## config.mk

```make
export PLATFORM = sky130hd
export DESIGN_NAME = cdic_top
export DESIGN_NICKNAME = d
export VERILOG_FILES = /design/src/common/cdic_pkg.sv /design/src/verilog/cdic_clk_div.sv /design/src/verilog/cdic_glitchless_mux.sv /design/src/verilog/cdic_top.sv
export VERILOG_INCLUDE_DIRS = /design/src /design/src/common
export SDC_FILE = /design/constraint.sdc
export NUM_CORES = 1
export LEC_CHECK = 0
export BUFFER_PORTS_ARGS = -buffer_cell sky130_fd_sc_hd__buf_2
export CORE_ASPECT_RATIO = 0.5
export CORE_UTILIZATION = 33
export DETAILED_ROUTE_END_ITERATION = 16
export PLACE_DENSITY = 0.54
export SYNTH_ARGS = -nofsm -noshare
export SYNTH_HDL_FRONTEND = slang
export SYNTH_SLANG_ARGS = --single-unit
```

## constraint.sdc

```tcl
create_clock -name mclk_i -period 1.4 [get_ports mclk_i]
set_input_delay 0.07 -clock mclk_i [delete_from_list [all_inputs] [get_ports mclk_i]]
set_output_delay 0.07 -clock mclk_i [all_outputs]
set_load 0.02 [all_outputs]
```

## src/common/cdic_params.svh

```systemverilog
// constants of the clock distribution and interface clock control block
// assumes inclusion by bare name from the package, the top module and the verification files
`ifndef CDIC_PARAMS_SVH
`define CDIC_PARAMS_SVH

////////////////////////////////////////////////////////////////////////////////
// register offsets
`define CDIC_OFS_IFACE_CLK 6'h01
`define CDIC_OFS_TX_PATH 6'h13
`define CDIC_OFS_PLL_CLK 6'h15
`define CDIC_OFS_CLKOUT_SRC 6'h16

////////////////////////////////////////////////////////////////////////////////
// field positions
`define CDIC_BIT_CLK_MODE_HI 7
`define CDIC_BIT_CLK_MODE_LO 5
`define CDIC_BIT_DUPLEX 4
`define CDIC_BIT_WIDTH 3
`define CDIC_BIT_AUX_EN 2
`define CDIC_BIT_DCLK_INV 1
`define CDIC_BIT_TX_FALL 5
`define CDIC_BIT_INTERP_HI 1
`define CDIC_BIT_INTERP_LO 0
`define CDIC_BIT_BYPASS 7
`define CDIC_BIT_ADC_DIV 5
`define CDIC_BIT_ALT_TIMING 4
`define CDIC_BIT_DIV5 3
`define CDIC_BIT_MULT_HI 2
`define CDIC_BIT_MULT_LO 0
`define CDIC_BIT_AUX_SRC 5

////////////////////////////////////////////////////////////////////////////////
// reset values and encodings
`define CDIC_RST_FIELD 8'h00
`define CDIC_CLK_MODE_DEFAULT 3'h0
`define CDIC_CLK_MODE_OPTIONAL 3'h1
`define CDIC_CLK_MODE_CLONE 3'h2
`define CDIC_INTERP_X1 2'h0
`define CDIC_INTERP_X2 2'h1
`define CDIC_INTERP_X4 2'h2
`define CDIC_MULT_X1 3'h0
`define CDIC_MULT_X2 3'h1
`define CDIC_MULT_X4 3'h2
`define CDIC_MULT_X8 3'h3
`define CDIC_MULT_X16 3'h4

////////////////////////////////////////////////////////////////////////////////
// division ratios, counted in input clock edges per half period of the divided clock
`define CDIC_DIV_ONE 3'h1
`define CDIC_DIV_TWO 3'h2
`define CDIC_DIV_FOUR 3'h4
`define CDIC_DIV_FIVE 3'h5

`endif

```

## src/common/cdic_pkg.sv

```systemverilog
// types of the clock distribution and interface clock control block
// assumes cdic_params.svh on the include path
`include "cdic_params.svh"

package cdic_pkg;

	typedef enum logic [3:0] {
		CDIC_MODE_1 = 4'b0001,
		CDIC_MODE_2 = 4'b0010,
		CDIC_MODE_4 = 4'b0100,
		CDIC_MODE_5 = 4'b0101,
		CDIC_MODE_7 = 4'b0111,
		CDIC_MODE_8 = 4'b1000,
		CDIC_MODE_10 = 4'b1010
	} cdic_mode_t;

	typedef struct packed {
		logic [2:0] clk_mode;
		logic full_duplex;
		logic narrow_bus;
		logic aux_clock_enable;
		logic data_clock_invert;
		logic tx_sample_falling;
		logic [1:0] interp;
		logic pll_bypass;
		logic adc_div;
		logic alt_timing;
		logic divide_by_five_enable;
		logic [2:0] pll_mult;
		logic aux_clock_source_select;
	} cdic_cfg_t;

	typedef struct packed {
		logic o;
		logic oe;
	} cdic_pin_drv_t;

endpackage : cdic_pkg

```

## src/verilog/cdic_clk_div.sv

```systemverilog
// clock divider working on a sampled clock level, 50 percent duty for any ratio
// assumes clk_in_i is synchronous to mclk_i and much slower than it
`timescale 1ns/1ps

module cdic_clk_div #(
	parameter int CNT_W = 3
) (
	// clock and reset
	input wire logic mclk_i,
	input wire logic rst_n_i,
	// clock in and ratio
	input wire logic clk_in_i,
	input wire logic [CNT_W-1:0] ratio_i,
	// divided clock
	output logic clk_o
);

	if (CNT_W < 3) begin : g_bad_width
		$error("cdic_clk_div: CNT_W must be at least 3");
	end

	logic prev;
	logic [CNT_W-1:0] cnt;
	logic [CNT_W-1:0] next_cnt;
	logic edge_seen;

	assign edge_seen = clk_in_i != prev;
	assign next_cnt = cnt + {{(CNT_W-1){1'b0}}, 1'b1};

	////////////////////////////////////////////////////////////////////////////////
	// both edges counted, output toggles every ratio edges
	always_ff @(posedge mclk_i) begin
		if (!rst_n_i) begin
			prev <= 1'b0;
			cnt <= '0;
			clk_o <= 1'b0;
		end else begin
			prev <= clk_in_i;
			if (edge_seen) begin
				if (next_cnt >= ratio_i) begin
					cnt <= '0;
					clk_o <= !clk_o;
				end else begin
					cnt <= next_cnt;
				end
			end
		end
	end

endmodule : cdic_clk_div

```

## src/verilog/cdic_glitchless_mux.sv

```systemverilog
// two-input clock select that only switches while the output and the newly selected side are low
// assumes both clock levels are synchronous to mclk_i
`timescale 1ns/1ps

module cdic_glitchless_mux (
	// clock and reset
	input wire logic mclk_i,
	input wire logic rst_n_i,
	// clock levels and select
	input wire logic clk_a_i,
	input wire logic clk_b_i,
	input wire logic sel_i,
	// selected clock
	output logic clk_o
);

	logic cur;
	logic target_low;

	assign target_low = sel_i ? !clk_b_i : !clk_a_i;

	////////////////////////////////////////////////////////////////////////////////
	// hold low across a change so no runt pulse escapes
	always_ff @(posedge mclk_i) begin
		if (!rst_n_i) begin
			cur <= 1'b0;
			clk_o <= 1'b0;
		end else if (sel_i != cur) begin
			clk_o <= 1'b0;
			if (!clk_o && target_low) begin
				cur <= sel_i;
			end
		end else begin
			clk_o <= cur ? clk_b_i : clk_a_i;
		end
	end

endmodule : cdic_glitchless_mux

```

## src/verilog/cdic_top.sv

```systemverilog
// clock distribution and interface pin control of the converter front end
// assumes reference and pll clocks arrive as levels synchronous to mclk_i,
// and that the serial port engine presents one-cycle register strobes
`timescale 1ns/1ps
`include "cdic_params.svh"

module cdic_top
	import cdic_pkg::*;
#(
	parameter int ADDR_W = 6,
	parameter int DIV_W = 3
) (
	// clock and reset
	input wire logic mclk_i,
	input wire logic rst_n_i,
	// register port from the serial interface
	input wire logic reg_wr_i,
	input wire logic reg_rd_i,
	input wire logic [ADDR_W-1:0] reg_addr_i,
	input wire logic [7:0] reg_wdata_i,
	output logic [7:0] reg_rdata_o,
	// reference clocks and pll
	input wire logic rx_reference_clock_i,
	input wire logic tx_reference_clock_i,
	input wire logic pll_clk_i,
	output logic [4:0] pll_factor_o,
	output logic pll_bypass_o,
	output logic ref_tie_o,
	// converter clocks
	output logic dac_update_clk_o,
	output logic adc_clk_o,
	output logic tx_data_latch_o,
	output logic cfg_error_o,
	// txrx_select_pin
	input wire logic txrx_select_pin_i,
	output logic txrx_select_pin_o,
	output logic txrx_select_pin_oe_o,
	// aux_clock_pin
	output logic aux_clock_pin_o,
	output logic aux_clock_pin_oe_o,
	// data_clock_pin
	output logic data_clock_pin_o,
	output logic data_clock_pin_oe_o
);

	if (ADDR_W < 5 || DIV_W < 3) begin : g_bad_param
		$error("cdic_top: ADDR_W must be at least 5 and DIV_W at least 3");
	end

	////////////////////////////////////////////////////////////////////////////////
	// declarations
	cdic_cfg_t cfg;
	cdic_mode_t mode;
	cdic_mode_t next_mode;
	cdic_pin_drv_t next_aux;
	logic interleaved;
	logic tied;
	logic transmit;
	logic rx_ref_eff;
	logic pll_sel_clk;
	logic sys_clk;
	logic rx_path_clk;
	logic adc_clk;
	logic tx_data_clk;
	logic aux_src_clk;
	logic tx_clk_prev;
	logic rx_clk_prev;
	logic tx_sync;
	logic rx_sync;
	logic [DIV_W-1:0] div5_ratio;
	logic [DIV_W-1:0] adc_ratio;
	logic [DIV_W-1:0] tx_ratio;
	logic [DIV_W-1:0] next_tx_ratio;
	logic [7:0] next_rdata;

	////////////////////////////////////////////////////////////////////////////////
	// register writes
	always_ff @(posedge mclk_i) begin
		if (!rst_n_i) begin
			cfg <= '0;
		end else if (reg_wr_i) begin
			case (reg_addr_i)
				ADDR_W'(`CDIC_OFS_IFACE_CLK): begin
					cfg.clk_mode <= reg_wdata_i[`CDIC_BIT_CLK_MODE_HI:`CDIC_BIT_CLK_MODE_LO];
					cfg.full_duplex <= reg_wdata_i[`CDIC_BIT_DUPLEX];
					cfg.narrow_bus <= reg_wdata_i[`CDIC_BIT_WIDTH];
					cfg.aux_clock_enable <= reg_wdata_i[`CDIC_BIT_AUX_EN];
					cfg.data_clock_invert <= reg_wdata_i[`CDIC_BIT_DCLK_INV];
				end
				ADDR_W'(`CDIC_OFS_TX_PATH): begin
					cfg.tx_sample_falling <= reg_wdata_i[`CDIC_BIT_TX_FALL];
					cfg.interp <= reg_wdata_i[`CDIC_BIT_INTERP_HI:`CDIC_BIT_INTERP_LO];
				end
				ADDR_W'(`CDIC_OFS_PLL_CLK): begin
					cfg.pll_bypass <= reg_wdata_i[`CDIC_BIT_BYPASS];
					cfg.adc_div <= reg_wdata_i[`CDIC_BIT_ADC_DIV];
					cfg.alt_timing <= reg_wdata_i[`CDIC_BIT_ALT_TIMING];
					cfg.divide_by_five_enable <= reg_wdata_i[`CDIC_BIT_DIV5];
					cfg.pll_mult <= reg_wdata_i[`CDIC_BIT_MULT_HI:`CDIC_BIT_MULT_LO];
				end
				ADDR_W'(`CDIC_OFS_CLKOUT_SRC): begin
					cfg.aux_clock_source_select <= reg_wdata_i[`CDIC_BIT_AUX_SRC];
				end
				default: begin
				end
			endcase
		end
	end

	////////////////////////////////////////////////////////////////////////////////
	// register reads, unmapped offsets read zero
	always_comb begin
		next_rdata = `CDIC_RST_FIELD;
		case (reg_addr_i)
			ADDR_W'(`CDIC_OFS_IFACE_CLK): begin
				next_rdata[`CDIC_BIT_CLK_MODE_HI:`CDIC_BIT_CLK_MODE_LO] = cfg.clk_mode;
				next_rdata[`CDIC_BIT_DUPLEX] = cfg.full_duplex;
				next_rdata[`CDIC_BIT_WIDTH] = cfg.narrow_bus;
				next_rdata[`CDIC_BIT_AUX_EN] = cfg.aux_clock_enable;
				next_rdata[`CDIC_BIT_DCLK_INV] = cfg.data_clock_invert;
			end
			ADDR_W'(`CDIC_OFS_TX_PATH): begin
				next_rdata[`CDIC_BIT_TX_FALL] = cfg.tx_sample_falling;
				next_rdata[`CDIC_BIT_INTERP_HI:`CDIC_BIT_INTERP_LO] = cfg.interp;
			end
			ADDR_W'(`CDIC_OFS_PLL_CLK): begin
				next_rdata[`CDIC_BIT_BYPASS] = cfg.pll_bypass;
				next_rdata[`CDIC_BIT_ADC_DIV] = cfg.adc_div;
				next_rdata[`CDIC_BIT_ALT_TIMING] = cfg.alt_timing;
				next_rdata[`CDIC_BIT_DIV5] = cfg.divide_by_five_enable;
				next_rdata[`CDIC_BIT_MULT_HI:`CDIC_BIT_MULT_LO] = cfg.pll_mult;
			end
			ADDR_W'(`CDIC_OFS_CLKOUT_SRC): begin
				next_rdata[`CDIC_BIT_AUX_SRC] = cfg.aux_clock_source_select;
			end
			default: begin
				next_rdata = `CDIC_RST_FIELD;
			end
		endcase
	end

	always_ff @(posedge mclk_i) begin
		if (!rst_n_i) begin
			reg_rdata_o <= `CDIC_RST_FIELD;
		end else if (reg_rd_i) begin
			reg_rdata_o <= next_rdata;
		end
	end

	////////////////////////////////////////////////////////////////////////////////
	// clock mode decode
	always_comb begin
		next_mode = CDIC_MODE_1;
		if (cfg.full_duplex) begin
			next_mode = (cfg.clk_mode == `CDIC_CLK_MODE_OPTIONAL) ? CDIC_MODE_2 : CDIC_MODE_1;
		end else if (cfg.clk_mode == `CDIC_CLK_MODE_CLONE) begin
			next_mode = CDIC_MODE_10;
		end else if (cfg.narrow_bus) begin
			next_mode = (cfg.clk_mode == `CDIC_CLK_MODE_OPTIONAL) ? CDIC_MODE_8 : CDIC_MODE_7;
		end else begin
			next_mode = (cfg.clk_mode == `CDIC_CLK_MODE_OPTIONAL) ? CDIC_MODE_5 : CDIC_MODE_4;
		end
	end

	always_ff @(posedge mclk_i) begin
		if (!rst_n_i) begin
			mode <= CDIC_MODE_4;
		end else begin
			mode <= next_mode;
		end
	end

	always_comb begin
		case (mode)
			CDIC_MODE_1, CDIC_MODE_2, CDIC_MODE_7, CDIC_MODE_8, CDIC_MODE_10: interleaved = 1'b1;
			default: interleaved = 1'b0;
		endcase
	end

	always_comb begin
		case (mode)
			CDIC_MODE_2, CDIC_MODE_5, CDIC_MODE_8: tied = 1'b1;
			default: tied = 1'b0;
		endcase
	end

	// half duplex direction comes from the back end, high means transmit
	assign transmit = mode == CDIC_MODE_1 || mode == CDIC_MODE_2 || txrx_select_pin_i;

	////////////////////////////////////////////////////////////////////////////////
	// pll control and system clock
	always_ff @(posedge mclk_i) begin
		if (!rst_n_i) begin
			pll_factor_o <= 5'h01;
			pll_bypass_o <= 1'b0;
			ref_tie_o <= 1'b0;
		end else begin
			case (cfg.pll_mult)
				`CDIC_MULT_X1: pll_factor_o <= 5'h01;
				`CDIC_MULT_X2: pll_factor_o <= 5'h02;
				`CDIC_MULT_X4: pll_factor_o <= 5'h04;
				`CDIC_MULT_X8: pll_factor_o <= 5'h08;
				`CDIC_MULT_X16: pll_factor_o <= 5'h10;
				default: pll_factor_o <= 5'h01;
			endcase
			pll_bypass_o <= cfg.pll_bypass;
			ref_tie_o <= tied;
		end
	end

	// tied references feed the rx side from the tx reference
	cdic_glitchless_mux u_ref_tie (
		.mclk_i(mclk_i),
		.rst_n_i(rst_n_i),
		.clk_a_i(rx_reference_clock_i),
		.clk_b_i(tx_reference_clock_i),
		.sel_i(tied),
		.clk_o(rx_ref_eff)
	);

	cdic_glitchless_mux u_bypass (
		.mclk_i(mclk_i),
		.rst_n_i(rst_n_i),
		.clk_a_i(pll_clk_i),
		.clk_b_i(tx_reference_clock_i),
		.sel_i(cfg.pll_bypass),
		.clk_o(pll_sel_clk)
	);

	assign div5_ratio = cfg.divide_by_five_enable ? DIV_W'(`CDIC_DIV_FIVE) : DIV_W'(`CDIC_DIV_ONE);

	cdic_clk_div #(.CNT_W(DIV_W)) u_div5 (
		.mclk_i(mclk_i),
		.rst_n_i(rst_n_i),
		.clk_in_i(pll_sel_clk),
		.ratio_i(div5_ratio),
		.clk_o(sys_clk)
	);

	////////////////////////////////////////////////////////////////////////////////
	// receive path clock
	cdic_glitchless_mux u_rx_src (
		.mclk_i(mclk_i),
		.rst_n_i(rst_n_i),
		.clk_a_i(rx_ref_eff),
		.clk_b_i(sys_clk),
		.sel_i(cfg.alt_timing),
		.clk_o(rx_path_clk)
	);

	assign adc_ratio = cfg.adc_div ? DIV_W'(`CDIC_DIV_TWO) : DIV_W'(`CDIC_DIV_ONE);

	cdic_clk_div #(.CNT_W(DIV_W)) u_adc_div (
		.mclk_i(mclk_i),
		.rst_n_i(rst_n_i),
		.clk_in_i(rx_path_clk),
		.ratio_i(adc_ratio),
		.clk_o(adc_clk)
	);

	////////////////////////////////////////////////////////////////////////////////
	// transmit data clock
	always_comb begin
		next_tx_ratio = DIV_W'(`CDIC_DIV_ONE);
		case (cfg.interp)
			`CDIC_INTERP_X2: next_tx_ratio = interleaved ? DIV_W'(`CDIC_DIV_ONE) : DIV_W'(`CDIC_DIV_TWO);
			`CDIC_INTERP_X4: next_tx_ratio = interleaved ? DIV_W'(`CDIC_DIV_TWO) : DIV_W'(`CDIC_DIV_FOUR);
			default: next_tx_ratio = DIV_W'(`CDIC_DIV_ONE);
		endcase
	end

	always_ff @(posedge mclk_i) begin
		if (!rst_n_i) begin
			tx_ratio <= DIV_W'(`CDIC_DIV_ONE);
			cfg_error_o <= 1'b0;
		end else begin
			tx_ratio <= next_tx_ratio;
			cfg_error_o <= interleaved && cfg.interp != `CDIC_INTERP_X2 && cfg.interp != `CDIC_INTERP_X4;
		end
	end

	cdic_clk_div #(.CNT_W(DIV_W)) u_tx_div (
		.mclk_i(mclk_i),
		.rst_n_i(rst_n_i),
		.clk_in_i(sys_clk),
		.ratio_i(tx_ratio),
		.clk_o(tx_data_clk)
	);

	////////////////////////////////////////////////////////////////////////////////
	// aux pin source
	cdic_glitchless_mux u_aux_src (
		.mclk_i(mclk_i),
		.rst_n_i(rst_n_i),
		.clk_a_i(rx_ref_eff),
		.clk_b_i(sys_clk),
		.sel_i(cfg.aux_clock_source_select),
		.clk_o(aux_src_clk)
	);

	////////////////////////////////////////////////////////////////////////////////
	// sync markers, one toggle per data clock rising edge
	always_ff @(posedge mclk_i) begin
		if (!rst_n_i) begin
			tx_clk_prev <= 1'b0;
			rx_clk_prev <= 1'b0;
			tx_sync <= 1'b0;
			rx_sync <= 1'b0;
		end else begin
			tx_clk_prev <= tx_data_clk;
			rx_clk_prev <= adc_clk;
			if (tx_data_clk && !tx_clk_prev) begin
				tx_sync <= !tx_sync;
			end
			if (adc_clk && !rx_clk_prev) begin
				rx_sync <= !rx_sync;
			end
		end
	end

	////////////////////////////////////////////////////////////////////////////////
	// converter clocks and tx latch strobe
	always_ff @(posedge mclk_i) begin
		if (!rst_n_i) begin
			dac_update_clk_o <= 1'b0;
			adc_clk_o <= 1'b0;
			tx_data_latch_o <= 1'b0;
		end else begin
			dac_update_clk_o <= sys_clk;
			adc_clk_o <= adc_clk;
			if (cfg.tx_sample_falling) begin
				tx_data_latch_o <= !tx_data_clk && tx_clk_prev;
			end else begin
				tx_data_latch_o <= tx_data_clk && !tx_clk_prev;
			end
		end
	end

	////////////////////////////////////////////////////////////////////////////////
	// interface pins
	always_comb begin
		next_aux = '0;
		case (mode)
			CDIC_MODE_1: begin
				next_aux.o = aux_src_clk ^ cfg.aux_clock_enable;
				next_aux.oe = 1'b1;
			end
			CDIC_MODE_2: begin
				next_aux.o = rx_sync;
				next_aux.oe = 1'b1;
			end
			default: begin
				next_aux.o = cfg.aux_clock_enable && aux_src_clk;
				next_aux.oe = cfg.aux_clock_enable;
			end
		endcase
	end

	always_ff @(posedge mclk_i) begin
		if (!rst_n_i) begin
			txrx_select_pin_o <= 1'b0;
			txrx_select_pin_oe_o <= 1'b0;
			aux_clock_pin_o <= 1'b0;
			aux_clock_pin_oe_o <= 1'b0;
			data_clock_pin_o <= 1'b0;
			data_clock_pin_oe_o <= 1'b0;
		end else begin
			txrx_select_pin_o <= cfg.full_duplex && tx_sync;
			txrx_select_pin_oe_o <= cfg.full_duplex;
			aux_clock_pin_o <= next_aux.o;
			aux_clock_pin_oe_o <= next_aux.oe;
			data_clock_pin_o <= (transmit ? tx_data_clk : adc_clk) ^ cfg.data_clock_invert;
			data_clock_pin_oe_o <= 1'b1;
		end
	end

endmodule : cdic_top

```

==> results.md, run 1 <==
- Max Transition Viols Final: 0
- Mapped Cells: 363
- H-tree level count: 3
- Final ANT Viol Nets: 0
- Drt via density: 4.71
- Synth unique cells: 51
- Tmin final: 1530 ps
- Clock buffer count from CTS: 9
- First-pass DRT Iterations: 4
- Placed instance count: 545
- # IOs: 47
- Critical-path cell list: ha_4 -> xor2_1 -> ha_2 -> o21ai_2 -> or3_1 -> a21oi_1
- WP buf/inv: 0
- Clk_skew: 6.45 ps
- Final WS setup: -134 ps
- Pwr dens: 1120 nW/um^2
- Fmax: 652 MHz
- Wire per inst: 13.5 um
- DRC violation count after routing: 0
- Setup crit start kind: flip-flop
- Metal-1 WL: 4320 um
- Antenna Cells: 0
- Critical path's largest stage delay: 350 ps
- Nets: 463
- Top delay family on crit path: adder cells
- Final weighted congestion in routability-driven placement: 0.775
- Crit share post-route: 110%
- Area leader, netlist: dfxtp_1
- Yosys reg bits: 75
- Avg Cell Area, Syn: 8.95 sq um
- Core Area: 9510 sq um
- Area share of the largest cell type after synthesis: 46.2%
- Reg2Reg Setup Slack: -130 ps
- Initial Util: 34.2%
- Tot GR Track Use: 15.7%
- CP Class: flip-flop to flip-flop
- Largest net degree at the start of global routing: 32
- Initial antenna violation count: 0
- Clk Latency, worst-skew pair: 330 ps
- Critical path required time: 1670 ps
- Relative slew slack: 67.7%
- Leak pwr: 0.00166 uW
- Die width: 142 um
- Met2 wire length: 2950 um
- Routed vias: 2668
- Sequential share of the synthesized area: 46.2%
- Synth warn: 0
- WL met3: 286 um
- Top_reg_cell synth: dfxtp_1
- Vias in the first global route: 2365
- Number of clock sinks: 75
- Max-Cap Viols: 0
- Die ar.: 10300 sq um
- Area Overhead vs Synth: 30.7%
- Post-synth EDFFs: 0
- Worst-Margin Slew: 481 ps
- First-pass GRT wire length: 12200 um
- WP data arrival: 1800 ps
- Setup repair after global routing missed its margin: yes
- CTS tree: yes
- Crit end category: flip-flop
- # setup viols final: 4
- Most common cell after layout, fill and taps aside: dfxtp_1
- Root buffer cell: clkbuf_16
- Iter 0 DRT Violations: 176
- Worst-case clock buffer depth: 2
- Total gr overflow: 0
- Most frequent cells in the layout: dfxtp_1 (66), buf_2 (46), a21oi_1 (36)
- Failing checks: negative setup slack
- Synth Net Count: 398
- Cell Rows: 25
- Reg clk slew, reported paths: 50 ps
- Hold Vio Cnt, Final: 0
- Highest Signal Layer: met4
- Placed wire-length estimate: 5340 um
- VDD IR-drop max: 617 uV
- HP Class: input port to flip-flop
- Share of cells above drive strength 1: 29.9%
- Fill cell count: 937
- Pwr Total: 4750 uW
- Largest cells by area after synthesis: dfxtp_1 (46%), a21oi_1 (6.3%), ha_1 (5.0%)
- Asr flop ratio synth: 0%
- Die height: 72.2 um
- I/O Buffers: 46
- Worst Path Max Fanout: 3
- Status: finished with violations
- Routed wire length: 7630 um
- Layout Cells excl Fill: 566
- Synthesized cell area: 3250 sq um
- CP max-delay cell: dfxtp_4
[worst paths after layout]
kind                            depth (start not counted)                          end                    startpoint
worst max-delay path                                    6  u_tx_div.clk_o$_SDFFE_PN0P_  u_tx_div.cnt[0]$_SDFFE_PN0N_
worst min-delay path                                    3          cfg[3]$_SDFFE_PN0P_                reg_wdata_i[2]
worst max register to register                          6  u_tx_div.clk_o$_SDFFE_PN0P_  u_tx_div.cnt[0]$_SDFFE_PN0N_
worst min register to register                          2  reg_rdata_o[6]$_SDFFE_PN0P_   reg_rdata_o[6]$_SDFFE_PN0P_
[worst register-to-register path, delay by kind of cell (launching register included)]
family,cells,cell delay [ps]
adders and majority gates,2,480
DFF,1,350
AOI/OAI and AO/OA,2,190
xor gates and xnor gates,1,140
and+or+nand+nor,1,310
[metrics by stage]
stage	worst slack, ps	setup TNS [ps]	area, sq um	utilization [%]	hold WS (ps)
finish	-134	-381	4250	44.7	9.65
global route	-179	-971	4250	44.7	10.8
CTS	-120	-491	4100	43.1	0.188
detailed placement	-119	-693	3760	39.6	345
global placement	-103	-657	3760	39.6	337
floorplan	-66.8	-172	3330	-	97.7
[per-layer routing]
metal | global-route usage [%] | vias to the layer above
li1 | - | 1403
met1 | 23.7 | 1222
met2 | 20.3 | 36
met3 | 4.82 | 7
met4 | 6.09 | 0
met5 | 0 | -
[repair_timing]
| action | CTS | global route |
|---|---|---|
| buffers inserted | 1 | 2 |
| endpoints found under the hold margin | 4 | 0 |
| resized for setup | 6 | 28 |
| pin swaps | 10 | 11 |
| setup endpoints to repair | 11 | 18 |
| hold buffers | 4 | 0 |
[kinds of logic after synthesis]
kind of cell               count (synthesis)  synth area share, %
and+or+nand+nor                          139                 22.5
AOI/OAI and AO/OA                         90                 16.1
DFF                                       75                 46.2
buffers and inverters                     28                 4.54
xor gates and xnor gates                  13                 4.08
adders and majority gates                 13                 5.01
muxes                                      5                 1.54
[state kept, by name, indices dropped and copies added (netlist names), 3 cells and up]
register       count
tx_ratio           3
cfg               18
mode               4
pll_factor_o       5
u_div5.cnt         3
reg_rdata_o        8
u_tx_div.cnt       3
u_adc_div.cnt      3
[Yosys cell counts, drive strengths merged (6+ instances only)]
| library cell | count |
|---|---|
| a21oi | 42 |
| nor2 | 32 |
| o21ai | 26 |
| and3 | 6 |
| inv | 9 |
| nand3 | 25 |
| dfxtp | 75 |
| xnor2 | 8 |
| ha | 13 |
| buf | 9 |
| a22oi | 7 |
| clkbuf | 8 |
| nor3 | 6 |
| and2 | 9 |
| nand2 | 32 |
[where the power goes]
group          internal (uW)  switching (uW)  leakage, uW  total [uW]
sequential              2190            53.0     0.000613        2240
combinational            189             221     0.000908         411
clock                   1270             834     0.000137        2100
total                   3650            1110      0.00166        4750
[area by class of cell]
cell class	instances	area [sq um]	area share (%)
clock buffers	11	253	5.95
clock inverters	3	15.0	0.354
inverters	10	37.5	0.884
multi-input cells	260	1810	42.6
flip-flops and latches	75	1520	35.9
well taps	135	169	3.98
repair buffers	72	439	10.3
Note: power is estimated with default switching activity, not from simulation.
==> run 2: changes to the inputs <==
- CTS_BUF_LIST: default -> sky130_fd_sc_hd__clkbuf_4 sky130_fd_sc_hd__clkbuf_8
==> run 2 against run 1 <==
Against the previous run:
- the run still ends with negative setup slack left
- first-iteration DRC count shrank 13%
- largest power group unchanged
- critical path type unchanged
- count of clock-buffer cells in the layout is the same
- critical endpoint is now u_div5.clk_o$_SDFFE_PN0P_
- final area shrank 1.3%
- power shrank 13%
==> results.md, run 2 (synthesized netlist as in run 1, its figures left out) <==
- Layout Cells excl Fill: 571 (+0.88%)
- Nets: 468 (+1.1%)
- Total gr overflow: 0 (unchanged)
- DRC violation count after routing: 0 (unchanged)
- Reg2Reg Setup Slack: -140 ps (about the same)
- Die ar.: 10300 sq um (unchanged)
- Worst-case clock buffer depth: 2 (unchanged)
- Pwr Total: 4150 uW (-13%)
- Cell Rows: 25 (unchanged)
- Multi-input combinational cell area: 1810 sq um (-0.14%)
- Most common cell after layout, fill and taps aside: dfxtp_1
- Routed vias: 2674 (+0.22%)
- Initial Util: 34.2% (unchanged)
- Crit end category: flip-flop
- First-pass GRT wire length: 12200 um (+0.23%)
- Share of cells above drive strength 1: 28.7% (-1.3 points)
- Tmin final: 1540 ps (+9.30 ps)
- I/O Buffers: 46 (unchanged)
- Largest register by flop count: cfg
- Number of clock sinks: 75 (unchanged)
- Max Transition Viols Final: 0 (unchanged)
- FF-to-FF path depth: 6 (unchanged)
- Placed instance count: 545 (unchanged)
- # IOs: 47 (unchanged)
- Initial antenna violation count: 0 (unchanged)
- Die width: 142 um (unchanged)
- Routed wire length: 7710 um (+1.0%)
- Max-Cap Viols: 0 (unchanged)
- H-tree level count: 3 (unchanged)
- Final weighted congestion in routability-driven placement: 0.775 (unchanged)
- Crit path capture: u_div5.clk_o$_SDFFE_PN0P_
- Setup TNS: -473 ps (-91.5 ps)
- CTS tree: yes
- WP data arrival: 1830 ps (+30 ps)
- Reg clk slew, reported paths: 70 ps (+20 ps)
- Pwr dens: 990 nW/um^2 (-12%)
- Largest net degree at the start of global routing: 32 (unchanged)
- Sequential cell area: 1520 sq um (about the same)
- CP Class: flip-flop to flip-flop
- Leak pwr: 0.00163 uW (-1.6%)
- Iter 0 DRT Violations: 154 (-13%)
- Max reg flops: 18 (unchanged)
- Setup slack after placement: -119 ps (unchanged)
- Core Area: 9510 sq um (unchanged)
- Clk_skew: 8.74 ps (+2.29 ps)
- Placed wire-length estimate: 5340 um (unchanged)
- Worst-Margin Slew: 479 ps (-1.34 ps)
- Critical path required time: 1690 ps (+20 ps)
- # setup viols final: 6 (+2)
- Wire per inst: 13.5 um (+0.15%)
- First-pass DRT Iterations: 4 (unchanged)
- Largest registers: cfg: 18 flops, reg_rdata_o: 8 flops, pll_factor_o: 5 flops
- Status: finished with violations
- Setup repair after global routing missed its margin: yes
- Failing checks: negative setup slack
- HP Class: input port to flip-flop
- Worst reg2reg endpoint: u_div5.clk_o$_SDFFE_PN0P_
- Clock buffer count from CTS: 9 (unchanged)
- Setup crit start: u_div5.cnt[1]$_SDFFE_PN0N_
- Worst Path Max Fanout: 3 (unchanged)
- Drt via density: 4.68 (-0.65%)
- Final WS setup: -143 ps (-9.30 ps)
- Final hold slack: 40.6 ps (+31.0 ps)
- Most frequent cells in the layout: dfxtp_1 (67), buf_2 (46), a21oi_1 (36)
- Root buffer cell: clkbuf_8
- Setup crit start kind: flip-flop
- Area Overhead vs Synth: 29.0%
- Fmax: 648 MHz (-0.60%)
- Fill cell count: 945 (+0.85%)
- VDD IR-drop max: 421 uV (-32%)
- Relative slew slack: 67.8% (+0.090 points)
- Final ANT Viol Nets: 0 (unchanged)
- Die height: 72.2 um (unchanged)
- Crit share post-route: 110% (+0.66 points)
- Tot GR Track Use: 15.8% (+0.073 points)
- Hold Vio Cnt, Final: 0 (unchanged)
- Clk Latency, worst-skew pair: 360 ps (+30 ps)
- Antenna Cells: 0 (unchanged)
- Worst reg2reg path startpoint: u_div5.cnt[1]$_SDFFE_PN0N_
- Vias in the first global route: 2389 (+1.0%)
[run 2: cell types whose count changed in the layout (fill, tap and decap cells not counted)]
cell,delta
dlygate4sd3_1,+7
dfxtp_2,-1
dfxtp_1,+1
ha_2,-1
clkbuf_8,+9
clkbuf_16,-9
ha_1,+1
buf_6,-1
buf_4,-1
[run 2: how the worst min path moves through the flow]
stage | startpoint | to | slack (ps) | cells after the start
5_1_grt | reg_rd_i | reg_rdata_o[7]$_SDFFE_PN0P_ | 60 | 2
3_3_place_gp | pll_clk_i | u_bypass.clk_o$_SDFF_PP0_ | 340 | 3
6_report | tx_reference_clock_i | u_ref_tie.clk_o$_SDFF_PP0_ | 40 | 3
2_1_floorplan | rst_n_i | data_clock_pin_oe_o$_DFF_P_ | 100 | 0
3_5_place_dp | pll_clk_i | u_bypass.clk_o$_SDFF_PP0_ | 340 | 3
4_1_cts | tx_reference_clock_i | u_ref_tie.clk_o$_SDFF_PP0_ | 10 | 3
[run 2: power breakdown]
part           switching [uW]  internal [uW]
Clock                     771            711
Sequential               52.6           2190
Combinational             225            202
Total                    1050           3100
[run 2: repair_timing]
item,in CTS,in global routing
hold buffers,11,0
setup endpoints to repair,11,18
pin swaps,12,8
gates resized for setup,7,24
endpoints found under the hold margin,19,0
setup buffers,1,0
[run 2: final cells by class]
| type | count | area share, % |
|---|---|---|
| multi-input combinational | 260 | 43.1 |
| sequential | 75 | 36.3 |
| timing repair buffer | 77 | 11.7 |
| tap | 135 | 4.03 |
| clock buffer | 11 | 3.61 |
| inverter | 10 | 0.895 |
| clock inverter | 3 | 0.358 |
[run 2: worst max-delay path: stages (launching register included)]
cell,delay (ps)
dfxtp_4,360
ha_4,160
xor2_2,150
ha_4,310
a21oi_4,70
or3_1,310
a21oi_1,120
[run 2: stage by stage]
stage | util, % | cell area, sq um
6_report | 44.1 | 4190
5_1_grt | 44.1 | 4190
4_1_cts | 42.8 | 4070
3_5_place_dp | 39.6 | 3760
3_3_place_gp | 39.6 | 3760
2_1_floorplan | - | 3330
[run 2: layer usage]
metal	vias to the layer above	share of wire (%)	track usage [%]	routed length [um]
met3	11	3.8	5.02	294
met1	1211	56	23.4	4310
li1	1403	-	-	-
met5	-	0	0	0
met2	49	39	20.8	2990
met4	0	1.5	6.09	112
==> run 3: changes to the inputs <==
- clock period: 1.4 -> 1.35 ns (I/O delays scaled with it)
==> run 3 against run 2 <==
Against the previous run:
- the run still ends with negative setup slack left
- via count is 0.11% higher
- global-route usage rose by 0.24 points
- critical path depth stayed put
- non-clock buffer count fell by 2
- first-iteration DRC count shrank 9.7%
- clock power is 14% higher
- final cell count did not move
- power is 7.3% higher
- largest power group unchanged
==> results.md, run 3 (synthesized netlist as in run 1, its figures left out) <==
- First-pass DRT Iterations: 4 (unchanged)
- Leak pwr: 0.00163 uW (-0.14%)
- Final ANT Viol Nets: 0 (unchanged)
- Clock buffer count from CTS: 9 (unchanged)
- Max Transition Viols Final: 0 (unchanged)
- Max reg flops: 18 (unchanged)
- Most frequent cells in the layout: dfxtp_1 (64), buf_2 (46), a21oi_1 (39)
- Setup slack after placement: -163 ps (-43.7 ps)
- Relative slew slack: 65.9% (-1.9 points)
- Worst-case clock buffer depth: 2 (unchanged)
- Failing checks: negative setup slack
- Vias in the first global route: 2417 (+1.2%)
- Nets: 466 (-0.43%)
- CP max-delay cell: dfxtp_2
- # setup viols final: 11 (+5)
- Tmin final: 1550 ps (+2.02 ps)
- Routed wire length: 7590 um (-1.5%)
- Die width: 142 um (unchanged)
- Most common cell after layout, fill and taps aside: dfxtp_1
- Initial antenna violation count: 0 (unchanged)
- DRC violation count after routing: 0 (unchanged)
- Core Area: 9510 sq um (unchanged)
- Critical-path cell list: ha_4 -> xor2_1 -> ha_1 -> a21oi_2 -> or3_1 -> a21oi_2
- # IOs: 47 (unchanged)
- H-tree level count: 3 (unchanged)
- Share of cells above drive strength 1: 28.0% (-0.69 points)
- Largest registers: cfg: 18 flops, reg_rdata_o: 8 flops, pll_factor_o: 5 flops
- Max-Cap Viols: 0 (unchanged)
- Area Overhead vs Synth: 27.7%
- Critical path's largest stage delay: 350 ps (about the same)
- Clk Latency, worst-skew pair: 360 ps (about the same)
- Worst-Margin Slew: 507 ps (+27.7 ps)
- Crit end category: flip-flop
- Fmax: 647 MHz (-0.13%)
- Routed vias: 2677 (+0.11%)
- Wire per inst: 13.3 um (-1.5%)
- Largest net degree at the start of global routing: 43 (+34%)
- Setup crit start kind: flip-flop
- Final WS setup: -195 ps (-52.0 ps)
- Number of clock sinks: 75 (unchanged)
- Pwr Total: 4450 uW (+7.3%)
- Worst Path Max Fanout: 3 (unchanged)
- HP Class: input port to flip-flop
- Pwr dens: 1070 nW/um^2 (+8.5%)
- Iter 0 DRT Violations: 139 (-9.7%)
- CP Class: flip-flop to flip-flop
- Initial Util: 34.2% (unchanged)
- Clk_skew: 13.1 ps (+4.38 ps)
- Critical path required time: 1650 ps (-40 ps)
- I/O Buffers: 46 (unchanged)
- CTS tree: yes
- Hold Vio Cnt, Final: 0 (unchanged)
- VDD IR-drop max: 405 uV (-3.8%)
- Largest register by flop count: cfg
- Reg clk slew, reported paths: 80 ps (about the same)
- Status: finished with violations
- Setup repair after global routing missed its margin: yes
- Cell Rows: 25 (unchanged)
- Die height: 72.2 um (unchanged)
- Tot GR Track Use: 16.0% (+0.24 points)
- Crit share post-route: 114% (+4.2 points)
- Total gr overflow: 0 (unchanged)
- WP data arrival: 1840 ps (about the same)
- Die ar.: 10300 sq um (unchanged)
- Drt via density: 4.69 (+0.11%)
- Root buffer cell: clkbuf_8
- First-pass GRT wire length: 12400 um (+2.0%)
- Placed wire-length estimate: 5310 um (-0.62%)
- Most used cell, CP: a21oi_2
- Final weighted congestion in routability-driven placement: 0.737 (-4.9%)
- Final hold slack: 22.7 ps (-17.9 ps)
- Antenna Cells: 0 (unchanged)
run 3: per-layer routing:
layer  vias to the layer above  GRT usage [%]  wire length, um
met5                         -              0                0
met4                         0           5.73               74
met3                         8           5.02              315
met2                        39           21.0             2920
met1                      1232           24.1             4280
li1                       1398              -                -
run 3: where the power goes:
part	switching [uW]	internal, uW
registers	56.1	2270
clock network	845	845
logic	232	204
run 3: metrics by stage:
step	area [sq um]	utilization, %	std cells	setup TNS [ps]
6_report	4150	43.6	571	-1230
5_1_grt	4150	43.6	571	-2110
4_1_cts	4080	42.9	570	-1190
3_5_place_dp	3760	39.6	543	-1280
3_3_place_gp	3760	39.6	543	-1200
2_1_floorplan	3330	-	363	-481
run 3: cell type report:
class / count / area [sq um]
clock buffers: 9 / 124
repair buffers: 75 / 488
well taps: 135 / 169
inverters: 10 / 37.5
multi-input cells: 260 / 1740
flip-flops and latches: 75 / 1520
clock inverters: 7 / 68.8
fillers: 974 / 5360
run 3: worst max-delay path, delay by kind of cell, from the launching register on:
kind / cells / cell delay [ps]
xor+xnor: 1 / 130
fa+ha+maj: 2 / 490
compound gates: 2 / 190
simple gates: 1 / 320
flops: 1 / 350
run 3: timing repair:
action                                  4_1_cts  5_1_grt
endpoints found under the setup margin       14       19
buffers inserted                              0        1
gates resized for setup                       6       18
endpoints found under the hold margin        18        0
pin swaps                                     8        9
hold buffers                                 11        0
run 3: path summary, 6_finish.rpt:
kind,end,cells past startpoint,slack (ps),from
hold / removal,cfg[10]$_SDFFE_PN0P_,3,20,reg_wr_i
hold reg to reg,reg_rdata_o[6]$_SDFFE_PN0P_,2,480,reg_rdata_o[6]$_SDFFE_PN0P_
setup / recovery,u_div5.clk_o$_SDFFE_PN0P_,6,-200,u_div5.cnt[1]$_SDFFE_PN0N_
setup reg to reg,u_div5.clk_o$_SDFFE_PN0P_,6,-200,u_div5.cnt[1]$_SDFFE_PN0N_
